[src/rtl/tsif_pkg.sv]
// Package with the register map, field layout and reset values of the trap status and flag block.
package tsif_pkg;

    // ------------------------------------------------------------------
    // Register bus geometry
    // ------------------------------------------------------------------
    localparam int unsigned ADDR_W = 8;
    localparam int unsigned DATA_W = 16;
    localparam int unsigned EVT_W  = 8;

    // ------------------------------------------------------------------
    // Register byte offsets
    // ------------------------------------------------------------------
    localparam logic [ADDR_W-1:0] OFS_CTRL_ONE   = 8'h00;
    localparam logic [ADDR_W-1:0] OFS_FLAG_FOUR  = 8'h04;
    localparam logic [ADDR_W-1:0] OFS_FLAG_FIVE  = 8'h08;
    localparam logic [ADDR_W-1:0] OFS_IRQ_STATUS = 8'h0c;
    localparam logic [ADDR_W-1:0] OFS_IRQ_MASK   = 8'h10;

    // ------------------------------------------------------------------
    // Field positions in interrupt_control_one
    // ------------------------------------------------------------------
    localparam int unsigned CTRL_NEST_BIT  = 15;
    localparam int unsigned CTRL_ARITH_BIT = 4;
    localparam int unsigned CTRL_ADDR_BIT  = 3;
    localparam int unsigned CTRL_STACK_BIT = 2;
    localparam int unsigned CTRL_OSC_BIT   = 1;

    // ------------------------------------------------------------------
    // Field positions in the two flag status registers
    // ------------------------------------------------------------------
    localparam int unsigned FOUR_VOLT_BIT  = 8;
    localparam int unsigned FOUR_SER2_BIT  = 2;
    localparam int unsigned FOUR_SER1_BIT  = 1;
    localparam int unsigned FIVE_WAKE_BIT  = 0;

    // ------------------------------------------------------------------
    // Implemented-bit masks; every other bit reads as zero
    // ------------------------------------------------------------------
    localparam logic [DATA_W-1:0] CTRL_IMPL_MASK = 16'h801e;
    localparam logic [DATA_W-1:0] FOUR_IMPL_MASK = 16'h0106;
    localparam logic [DATA_W-1:0] FIVE_IMPL_MASK = 16'h0001;

    // ------------------------------------------------------------------
    // Event positions in the interrupt status and mask registers
    // ------------------------------------------------------------------
    localparam int unsigned EVT_OSC   = 0;
    localparam int unsigned EVT_STACK = 1;
    localparam int unsigned EVT_ADDR  = 2;
    localparam int unsigned EVT_ARITH = 3;
    localparam int unsigned EVT_SER1  = 4;
    localparam int unsigned EVT_SER2  = 5;
    localparam int unsigned EVT_VOLT  = 6;
    localparam int unsigned EVT_WAKE  = 7;

    // ------------------------------------------------------------------
    // Reset values
    // ------------------------------------------------------------------
    localparam logic [DATA_W-1:0] CTRL_RESET  = 16'h0000;
    localparam logic [DATA_W-1:0] FOUR_RESET  = 16'h0000;
    localparam logic [DATA_W-1:0] FIVE_RESET  = 16'h0000;
    localparam logic [EVT_W-1:0]  STAT_RESET  = 8'h00;
    localparam logic [EVT_W-1:0]  MASK_RESET  = 8'h00;
    localparam logic [DATA_W-1:0] RDATA_IDLE  = 16'h0000;

endpackage

[src/rtl/tsif_trap_flags.sv]
// Trap status, nesting control and interrupt flag registers with a masked interrupt output.
//
// What this block does
// - Bit 15 of interrupt_control_one is nesting_disable: one forbids interrupt nesting, zero allows it.
// - Bit 4 of interrupt_control_one reads one once an arithmetic overflow trap has occurred.
// - Bit 3 of interrupt_control_one reads one once an address error trap has occurred.
// - Bit 2 of interrupt_control_one reads one once a stack error trap has occurred.
// - Bit 1 of interrupt_control_one reads one once an oscillator failure trap has occurred.
// - All unimplemented bits of the three registers read as zero.
// - Each flag reads one after its source has requested an interrupt and stays readable and writable.
// - Bit 0 of interrupt_flag_status_five latches the low-power wake-up request.
`timescale 1ns/1ps
`default_nettype none

module tsif_trap_flags
    import tsif_pkg::*;
(
    input  wire logic              clk,                  // 25 MHz system clock.
    input  wire logic              rstn,                 // Asynchronous reset, active low.
    input  wire logic [ADDR_W-1:0] reg_addr,             // Register byte address.
    input  wire logic [DATA_W-1:0] reg_wdata,            // Register write data.
    input  wire logic              reg_wr,               // Write strobe, one cycle.
    input  wire logic              reg_rd,               // Read strobe, one cycle.
    output logic      [DATA_W-1:0] reg_rdata,            // Read data, valid the cycle after reg_rd.
    input  wire logic              arith_overflow_evt,   // Arithmetic overflow trap event.
    input  wire logic              address_error_evt,    // Address error trap event.
    input  wire logic              stack_error_evt,      // Stack error trap event.
    input  wire logic              osc_failure_evt,      // Oscillator failure trap event.
    input  wire logic              voltage_detect_evt,   // Voltage detect request.
    input  wire logic              serial_one_err_evt,   // First serial port error request.
    input  wire logic              serial_two_err_evt,   // Second serial port error request.
    input  wire logic              low_power_wake_evt,   // Low-power wake-up request.
    output logic                   nesting_disable,      // High while interrupt nesting is forbidden.
    output logic                   irq                   // Level interrupt, high while an unmasked status bit is set.
);

    // ------------------------------------------------------------------
    // State
    // ------------------------------------------------------------------
    logic [DATA_W-1:0] ctrl_reg;
    logic [DATA_W-1:0] ctrl_next;
    logic [DATA_W-1:0] four_reg;
    logic [DATA_W-1:0] four_next;
    logic [DATA_W-1:0] five_reg;
    logic [DATA_W-1:0] five_next;
    logic [EVT_W-1:0]  stat_reg;
    logic [EVT_W-1:0]  stat_next;
    logic [EVT_W-1:0]  mask_reg;
    logic [EVT_W-1:0]  mask_next;
    logic              irq_next;
    logic [DATA_W-1:0] rdata_next;

    // ------------------------------------------------------------------
    // Address decode
    // ------------------------------------------------------------------
    wire logic hit_ctrl = (reg_addr == OFS_CTRL_ONE);
    wire logic hit_four = (reg_addr == OFS_FLAG_FOUR);
    wire logic hit_five = (reg_addr == OFS_FLAG_FIVE);
    wire logic hit_stat = (reg_addr == OFS_IRQ_STATUS);
    wire logic hit_mask = (reg_addr == OFS_IRQ_MASK);

    wire logic wr_ctrl = reg_wr && hit_ctrl;
    wire logic wr_four = reg_wr && hit_four;
    wire logic wr_five = reg_wr && hit_five;
    wire logic wr_stat = reg_wr && hit_stat;
    wire logic wr_mask = reg_wr && hit_mask;

    // ------------------------------------------------------------------
    // Event gathering
    // ------------------------------------------------------------------
    logic [EVT_W-1:0]  evt;
    logic [DATA_W-1:0] ctrl_set;
    logic [DATA_W-1:0] four_set;
    logic [DATA_W-1:0] five_set;

    // Each event lands on its register bit and on its interrupt status bit.
    always_comb begin
        evt                  = '0;
        evt[EVT_OSC]         = osc_failure_evt;
        evt[EVT_STACK]       = stack_error_evt;
        evt[EVT_ADDR]        = address_error_evt;
        evt[EVT_ARITH]       = arith_overflow_evt;
        evt[EVT_SER1]        = serial_one_err_evt;
        evt[EVT_SER2]        = serial_two_err_evt;
        evt[EVT_VOLT]        = voltage_detect_evt;
        evt[EVT_WAKE]        = low_power_wake_evt;
        ctrl_set                 = '0;
        ctrl_set[CTRL_ARITH_BIT] = arith_overflow_evt;
        ctrl_set[CTRL_ADDR_BIT]  = address_error_evt;
        ctrl_set[CTRL_STACK_BIT] = stack_error_evt;
        ctrl_set[CTRL_OSC_BIT]   = osc_failure_evt;
        four_set                 = '0;
        four_set[FOUR_VOLT_BIT]  = voltage_detect_evt;
        four_set[FOUR_SER2_BIT]  = serial_two_err_evt;
        four_set[FOUR_SER1_BIT]  = serial_one_err_evt;
        five_set                 = '0;
        five_set[FIVE_WAKE_BIT]  = low_power_wake_evt;
    end

    // ------------------------------------------------------------------
    // Next values of the software-visible registers
    // ------------------------------------------------------------------
    // A write replaces the implemented bits; an event in the same cycle still sets its bit.
    assign ctrl_next = ((wr_ctrl ? reg_wdata : ctrl_reg) | ctrl_set) & CTRL_IMPL_MASK;
    assign four_next = ((wr_four ? reg_wdata : four_reg) | four_set) & FOUR_IMPL_MASK;
    assign five_next = ((wr_five ? reg_wdata : five_reg) | five_set) & FIVE_IMPL_MASK;

    // Status bits clear by writing one; a new event wins over the clear.
    assign stat_next = (stat_reg & ~(wr_stat ? reg_wdata[EVT_W-1:0] : STAT_RESET)) | evt;
    assign mask_next = wr_mask ? reg_wdata[EVT_W-1:0] : mask_reg;

    // The interrupt follows the registers as they will stand after this edge.
    assign irq_next = |(stat_next & mask_next);

    // ------------------------------------------------------------------
    // Read mux
    // ------------------------------------------------------------------
    // Unmapped addresses and idle cycles return zero.
    assign rdata_next = !reg_rd  ? RDATA_IDLE :
                        hit_ctrl ? ctrl_reg :
                        hit_four ? four_reg :
                        hit_five ? five_reg :
                        hit_stat ? {{(DATA_W-EVT_W){1'b0}}, stat_reg} :
                        hit_mask ? {{(DATA_W-EVT_W){1'b0}}, mask_reg} :
                                   RDATA_IDLE;

    // ------------------------------------------------------------------
    // Registers
    // ------------------------------------------------------------------
    // Flag and trap registers clear at reset.
    always_ff @(posedge clk or negedge rstn) begin
        if (!rstn) begin
            ctrl_reg <= CTRL_RESET;
            four_reg <= FOUR_RESET;
            five_reg <= FIVE_RESET;
        end else begin
            ctrl_reg <= ctrl_next;
            four_reg <= four_next;
            five_reg <= five_next;
        end
    end

    // Interrupt status, mask, read data and interrupt output.
    always_ff @(posedge clk or negedge rstn) begin
        if (!rstn) begin
            stat_reg  <= STAT_RESET;
            mask_reg  <= MASK_RESET;
            reg_rdata <= RDATA_IDLE;
            irq       <= 1'b0;
        end else begin
            stat_reg  <= stat_next;
            mask_reg  <= mask_next;
            reg_rdata <= rdata_next;
            irq       <= irq_next;
        end
    end

    // The nesting control is the stored bit itself, straight from its flip-flop.
    assign nesting_disable = ctrl_reg[CTRL_NEST_BIT];
endmodule

`default_nettype wire

[config.mk]
export PLATFORM = sky130hd
export DESIGN_NAME = tsif_trap_flags
export DESIGN_NICKNAME = d
export VERILOG_FILES = /design/src/rtl/tsif_pkg.sv /design/src/rtl/tsif_trap_flags.sv
export SDC_FILE = /design/constraint.sdc
export NUM_CORES = 1
export LEC_CHECK = 0
export CAP_MARGIN = 25
export CORE_ASPECT_RATIO = 1.5
export CORE_MARGIN = 3
export CORE_UTILIZATION = 25
export DETAILED_ROUTE_END_ITERATION = 8
export DONT_BUFFER_PORTS = 1
export MAX_ROUTING_LAYER = met4
export SKIP_LAST_GASP = 1
export SYNTH_ARGS = -nofsm -noshare
export SYNTH_HDL_FRONTEND = slang
export SYNTH_SLANG_ARGS = --single-unit
[constraint.sdc]
create_clock -name clk -period 1.75 [get_ports clk]
set_input_delay 0.35 -clock clk [delete_from_list [all_inputs] [get_ports clk]]
set_output_delay 0.35 -clock clk [all_outputs]
set_load 0.01 [all_outputs]
==> results of run 1 <==
logic make-up (layout without fill, tap and decap cells):
family / Yosys count / after routing
and+or+nand+nor: 52 / 52
DFF: 36 / 36
AOI/OAI and AO/OA: 27 / 27
buffers and inverters: 24 / 46
muxes: 15 / 15
other: 1 / 6
through the flow:
step,cell area [µm²],power (µW)
3_3_place_gp,1940,965
4_1_cts,2090,1730
5_1_grt,2140,1780
6_report,2140,1720
2_1_floorplan,1790,954
3_5_place_dp,1940,965
routing by layer:
metal	vias up	part of all wire	wire length, µm	global-route usage
li1	593	-	-	-
met1	645	0.33	1530	0.106
met2	39	0.56	2600	0.230
met3	11	0.066	303	0.0344
met4	0	0.036	167	0.0712
met5	-	0	0	-
power groups by stage:
| stage | clock network (µW) | logic [µW] | registers [µW] |
|---|---|---|---|
| detailed placement | 0 | 84.8 | 880 |
| finish | 738 | 115 | 865 |
| CTS | 752 | 112 | 865 |
| floorplan | 0 | 79.0 | 875 |
| global placement | 0 | 84.0 | 881 |
| global route | 781 | 127 | 869 |
how the worst max path moves through the flow:
stage	to	slack, ns	cells after the start
floorplan	irq	-0.50	7
global placement	irq	-0.39	5
detailed placement	irq	-0.41	6
CTS	irq	-0.09	5
global route	irq	-0.13	6
finish	irq	-0.09	5
synthesized netlist by cell type, types with 2 or more instances:
cell type and instances:
a21boi_0 2, a41o_1 3, o22ai_1 2, a22oi_1 5
nor2_1 15, and3_1 5, mux2_2 5, buf_4 7
a22o_1 3, nand2_1 7, inv_1 14, nand3b_1 2
dfrtp_1 36, a32oi_1 2, nor3b_1 3, a21oi_1 4
mux2i_1 8, nor2b_1 2, nand3_1 3, a211o_1 4
mux2_4 2, nand2b_1 3
cell type report:
cell class              instances  area [µm²]
fillers                       663        4480
inverters                      14        52.6
flip-flops and latches         36         901
clock buffers                   5        68.8
repair buffers                 24         199
clock inverters                 3        42.5
multi-input cells             100         786
well taps                      76        95.1
timing repair:
item                       in CTS  in global routing
hold endpoints to repair       36                  0
cloned                          0                  0
pin swaps                       1                  2
buffers inserted                1                  3
gates resized for setup         1                  6
hold buffers                    2                  0
setup endpoints to repair       1                  1
==> out/qor.log, run 1 <==
INFO  status         status=finished, violations left
INFO  status         failed_checks=setup timing
INFO  grt            via_count_of_the_first_global_routing_pass=1400
INFO  run            maxCapViolations=0
INFO  floorplanning  top_level_ports=54
INFO  cells_and_area layout.core_utilization=0.324
INFO  synth          synth_simple_gate_area_share=0.195
INFO  cts            cts.sinks=36
INFO  place          dpl_worst_slack=-0.415ns
INFO  cells_and_area largest_register_ffs=10
INFO  critical_path  critical_path_arrival=1.99ns
INFO  route          drt_drc_violations_left=0
INFO  critical_path  regToRegStartpoint=stat_reg[2]
INFO  timing         finalHoldViolations=0
INFO  route          drtPass1Iterations=4
INFO  synth          synth.largest_area_cell=dfrtp_1
INFO  critical_path  crit_path_top_delay_cell=or4_1
INFO  place          cell_count_after_placement=244
INFO  synth          post_synth_instance_area=0.00175mm²
INFO  critical_path  worst_path_dominant_cell_family=simple AND/OR/NAND/NOR gates
INFO  synth          yosysSeqAreaShare=0.515
INFO  floorplanning  rows=36
INFO  route          finalWirelength=4.60mm
INFO  critical_path  worstSetupEndpointType=flip-flop
INFO  timing         finalWorstPathRequiredPeriod=1.84ns
INFO  critical_path  worst_r2r_path_depth=3
INFO  floorplanning  die_width=74.3µm
INFO  pwr            power_switching_share=0.227
INFO  timing         fmax=0.544GHz
INFO  timing         final_worst_path_period_share=1.05
INFO  synth          yosys.area_share.xor_xnor=0
INFO  synth          synth_area_per_cell=11.3µm²
INFO  place          buffer_ports.inserted=0
INFO  cts            cts_root_buf=clkbuf_8
INFO  route          routed-via-count=1288
INFO  synth          netlist-cell-type-count=40
INFO  place          dpl.hpwl=3.51mm
INFO  route          final_antenna_net_count=0
INFO  worst_hold_path whs_path_depth=1
INFO  critical_path  worstSetupPathType=in -> reg
INFO  cells_and_area stdcell_count=258
INFO  cells_and_area final_layout_size_suffix_gt1_frac=0.275
INFO  pwr            seq_power_share=0.504
INFO  critical_path  crit_path_max_fanout=7
INFO  critical_path  worstPathCellList=nor4_4 > and4_4 > mux2_4 > a22o_1 > or4_1
INFO  grt            global_route_wire_length_before_repair=7.13mm
INFO  pwr            total_switching_power=390µW
INFO  critical_path  timing.rr.end=irq
INFO  critical_path  worst_setup_path_start_kind=input pin
INFO  cts            clock_path_buffers=2
INFO  synth          synthMuxAreaShare=0.0951
INFO  cells_and_area nets=217
INFO  pwr            share_comb_of_total_power=0.067
INFO  pwr            leakage_power_summed_over_all_cells=0.000950µW
INFO  timing         rsz0062_at_grt=true
INFO  timing         hold_ws=0.156ns
INFO  worst_hold_path hold_path.startpoint=stack_error_evt
INFO  cts            clk_transition_reported_paths=0.08ns
INFO  timing         final-setup-viol-count=1
INFO  synth          number_of_flops_mapped_to_enable_cells_by_yosys=0
INFO  pwr            p_int=1330µW
INFO  place          routabilityCongestion=0.795
INFO  synth          synth-adder-area-share=0
INFO  pwr            power.share.clock=0.430
INFO  timing         setup_tns=-0.0875ns
INFO  grt            largest_net_degree_at_the_start_of_global_routing=37
INFO  cells_and_area antenna_cells=0
INFO  synth          yosys_warnings=0
INFO  timing         final_max_slew_viol_count=0
INFO  cts            htreeDepth=2
INFO  synth          ys_seq_elements=36
INFO  synth          synthCells=155
INFO  critical_path  critPathRequiredTime=1.91ns
INFO  worst_hold_path whs_endpoint=ctrl_reg[2]
INFO  cts            cts_inserted_buffers=5
INFO  timing         clock_skew=0.0100ns
INFO  route          drt-wirelength-per-cell=17.8µm
INFO  timing         finalWorstSetupSlack=-0.0875ns
INFO  synth          synthDominantCellAreaShare=0.515
INFO  cells_and_area final_cell_mix=36 x dfrtp_1, 21 x buf_4, 15 x nor2_1
INFO  critical_path  critical_path.startpoint=reg_addr[0]
INFO  pwr            irDropWorstVdd=0.000263V
INFO  synth          asr_flop_ratio_synth=1.00
INFO  worst_hold_path min_path_type=in -> reg
INFO  critical_path  worst-path-buf-inv=0
INFO  floorplanning  fp.coreArea=0.00662mm²
INFO  route          viasPerCell=4.99
INFO  synth          synth_area_leaders=dfrtp_1 52%, mux2i_1 4.6%, mux2_2 3.2%
INFO  cts            tritoncts=done
INFO  cts            insertion_delay=0.29ns
INFO  critical_path  cpPeakStageDelay=0.46ns
INFO  floorplanning  floorplan_die_height=108µm
INFO  synth          ys_dominant_reg_cell=dfrtp_1
INFO  floorplanning  start_util=0.264
INFO  synth          synth-compound-area-share=0.122
INFO  grt            grt_antenna_before_repair=0
INFO  synth          combinational_family_with_the_most_area_after_synthesis=simple AND/OR/NAND/NOR gates
INFO  cells_and_area final_common_cell=dfrtp_1
INFO  route          drt_iter0_markers=67
INFO  floorplanning  die_area=0.00806mm²
INFO  cells_and_area layout-area-overhead-vs-synth=22.6%
INFO  grt            track_usage=0.124
INFO  grt            grt_overflow=0
INFO  critical_path  worst-r2r-setup-slack=0.26ns
INFO  pwr            cellPowerDensity=801mW/mm²
No activity file was read; power rests on OpenSTA's default activity.
==> run 2: changes to the inputs <==
- PLACE_DENSITY_LB_ADDON: not set -> 0.2
==> out/qor.log, run 2 (synthesis results as in run 1) <==
INFO  cells_and_area largest_register_ffs=10
INFO  cells_and_area seq_area=901µm²
INFO  floorplanning  die_area=0.00806mm²
INFO  timing         finalWorstPathRequiredPeriod=1.82ns
INFO  timing         clock_skew=0.00413ns
INFO  cells_and_area layout-area-overhead-vs-synth=20.0%
INFO  pwr            irDropWorstVdd=0.000265V
INFO  grt            largest_net_degree_at_the_start_of_global_routing=37
INFO  worst_hold_path min_path_type=in -> reg
INFO  floorplanning  top_level_ports=54
INFO  route          drt_iter0_markers=61
INFO  critical_path  worstSetupEndpointType=flip-flop
INFO  timing         rsz0062_at_grt=true
INFO  cts            clk_transition_reported_paths=0.07ns
INFO  cells_and_area multiInputGateArea=764µm²
INFO  place          routabilityCongestion=0.791
INFO  timing         hold_ws=0.162ns
INFO  timing         final-setup-viol-count=1
INFO  cts            cts_inserted_buffers=5
INFO  cts            htreeDepth=2
INFO  grt            track_usage=0.129
INFO  critical_path  crit_path_max_fanout=6
INFO  critical_path  worstPathCellList=nor4_4 > and4_4 > mux2_4 > a22o_1 > or4_1
INFO  floorplanning  floorplan_die_height=108µm
INFO  cells_and_area antenna_cells=0
INFO  status         status=finished, violations left
INFO  pwr            power=1580µW
INFO  timing         finalHoldViolations=0
INFO  run            maxCapViolations=0
INFO  route          met3_length=307µm
INFO  route          final_antenna_net_count=0
INFO  cts            cts_root_buf=clkbuf_8
INFO  timing         final_max_slew_viol_count=0
INFO  cells_and_area final_layout_size_suffix_gt1_frac=0.254
INFO  floorplanning  die_width=74.3µm
INFO  critical_path  critPathRequiredTime=1.91ns
INFO  route          finalWirelength=4.64mm
INFO  cells_and_area nets=216
INFO  route          wl_on_met1=1.59mm
INFO  cells_and_area final_common_cell=dfrtp_1
INFO  place          dpl.hpwl=3.63mm
INFO  cts            cts.sinks=36
INFO  pwr            cellPowerDensity=753mW/mm²
INFO  cells_and_area layout.filler_cells=688
INFO  route          top_layer=met4
INFO  grt            global_route_wire_length_before_repair=7.51mm
INFO  critical_path  worstSetupPathType=in -> reg
INFO  place          buffer_ports.inserted=0
INFO  cts            tritoncts=done
INFO  floorplanning  fp.coreArea=0.00662mm²
INFO  grt            via_count_of_the_first_global_routing_pass=1401
INFO  floorplanning  rows=36
INFO  cts            insertion_delay=0.29ns
INFO  timing         fmax=0.549GHz
INFO  timing         final_worst_path_period_share=1.04
INFO  grt            grt_antenna_before_repair=0
INFO  cells_and_area final_cell_mix=36 x dfrtp_1, 19 x buf_4, 15 x nor2_1
INFO  critical_path  worst_path_dominant_cell_family=simple AND/OR/NAND/NOR gates
INFO  critical_path  worst_setup_path_start_kind=input pin
INFO  critical_path  worst-path-buf-inv=0
INFO  timing         finalWorstSetupSlack=-0.0719ns
INFO  cts            clock_path_buffers=2
INFO  route          met2_wirelength=2.63mm
INFO  route          drtPass1Iterations=4
INFO  route          routed-via-count=1250
INFO  route          drt-wirelength-per-cell=18.1µm
INFO  critical_path  cpPeakStageDelay=0.49ns
INFO  route          viasPerCell=4.86
INFO  pwr            leakage_power_summed_over_all_cells=0.000932µW
INFO  route          drt_drc_violations_left=0
INFO  grt            grt_overflow=0
INFO  status         failed_checks=setup timing
INFO  critical_path  critical_path_arrival=1.98ns
INFO  floorplanning  start_util=0.264
INFO  critical_path  crit_path_top_delay_cell=or4_1
-- run 2: cell types whose count changed in the layout (fill, tap and decap cells not counted), sizes merged --
cell	before	now
buf	23	22
bufinv	1	0
clkbuf	5	8
clkinv	1	0
clkinvlp	1	0
-- run 2: area by class of cell --
type                       instances  share of cell area
tap                               76              0.0453
inverter                          14              0.0250
multi-input combinational        100               0.364
sequential                        36               0.429
clock buffer                       8              0.0429
timing repair buffer              23              0.0930
-- run 2: per-stage QoR --
step	setup slack [ns]	cells	setup TNS, ns	util	instance area [µm²]
6_report	-0.0719	257	-0.0719	0.317	2100
4_1_cts	-0.0661	257	-0.0661	0.316	2090
5_1_grt	-0.161	257	-0.161	0.317	2100
3_3_place_gp	-0.386	245	-0.582	0.294	1940
3_5_place_dp	-0.408	245	-0.700	0.294	1940
2_1_floorplan	-0.500	160	-0.876	-	1790
-- run 2: what timing repair did --
item	4_1_cts	5_1_grt
gates resized for setup	4	1
setup buffers	2	0
setup endpoints to repair	1	1
pin swaps	4	2
hold buffers	2	0
endpoints found under the hold margin	36	0
-- run 2: final timing paths --
path	startpoint	end	slack (ns)	cells after the start
max	reg_addr[7]	irq	-0.07	5
min	address_error_evt	ctrl_reg[3]	0.16	1
max reg2reg	mask_reg[3]	irq	0.27	3
min reg2reg	ctrl_reg[2]	ctrl_reg[2]	0.50	1
max in group asynchronous	rstn	stat_reg[1]	1.03	2
min in group asynchronous	rstn	mask_reg[3]	0.54	2
-- run 2: power breakdown --
| part | switching (µW) | internal, µW |
|---|---|---|
| Sequential | 16.2 | 849 |
| Clock | 282 | 321 |
| Combinational | 57.1 | 54.9 |
| Total | 355 | 1230 |
-- run 2: per-layer routing --
metal  global-route usage  vias up
met2                0.226       32
met5                    -        -
li1                     -      588
met4               0.0496        0
met3               0.0447       10
met1                0.128      620
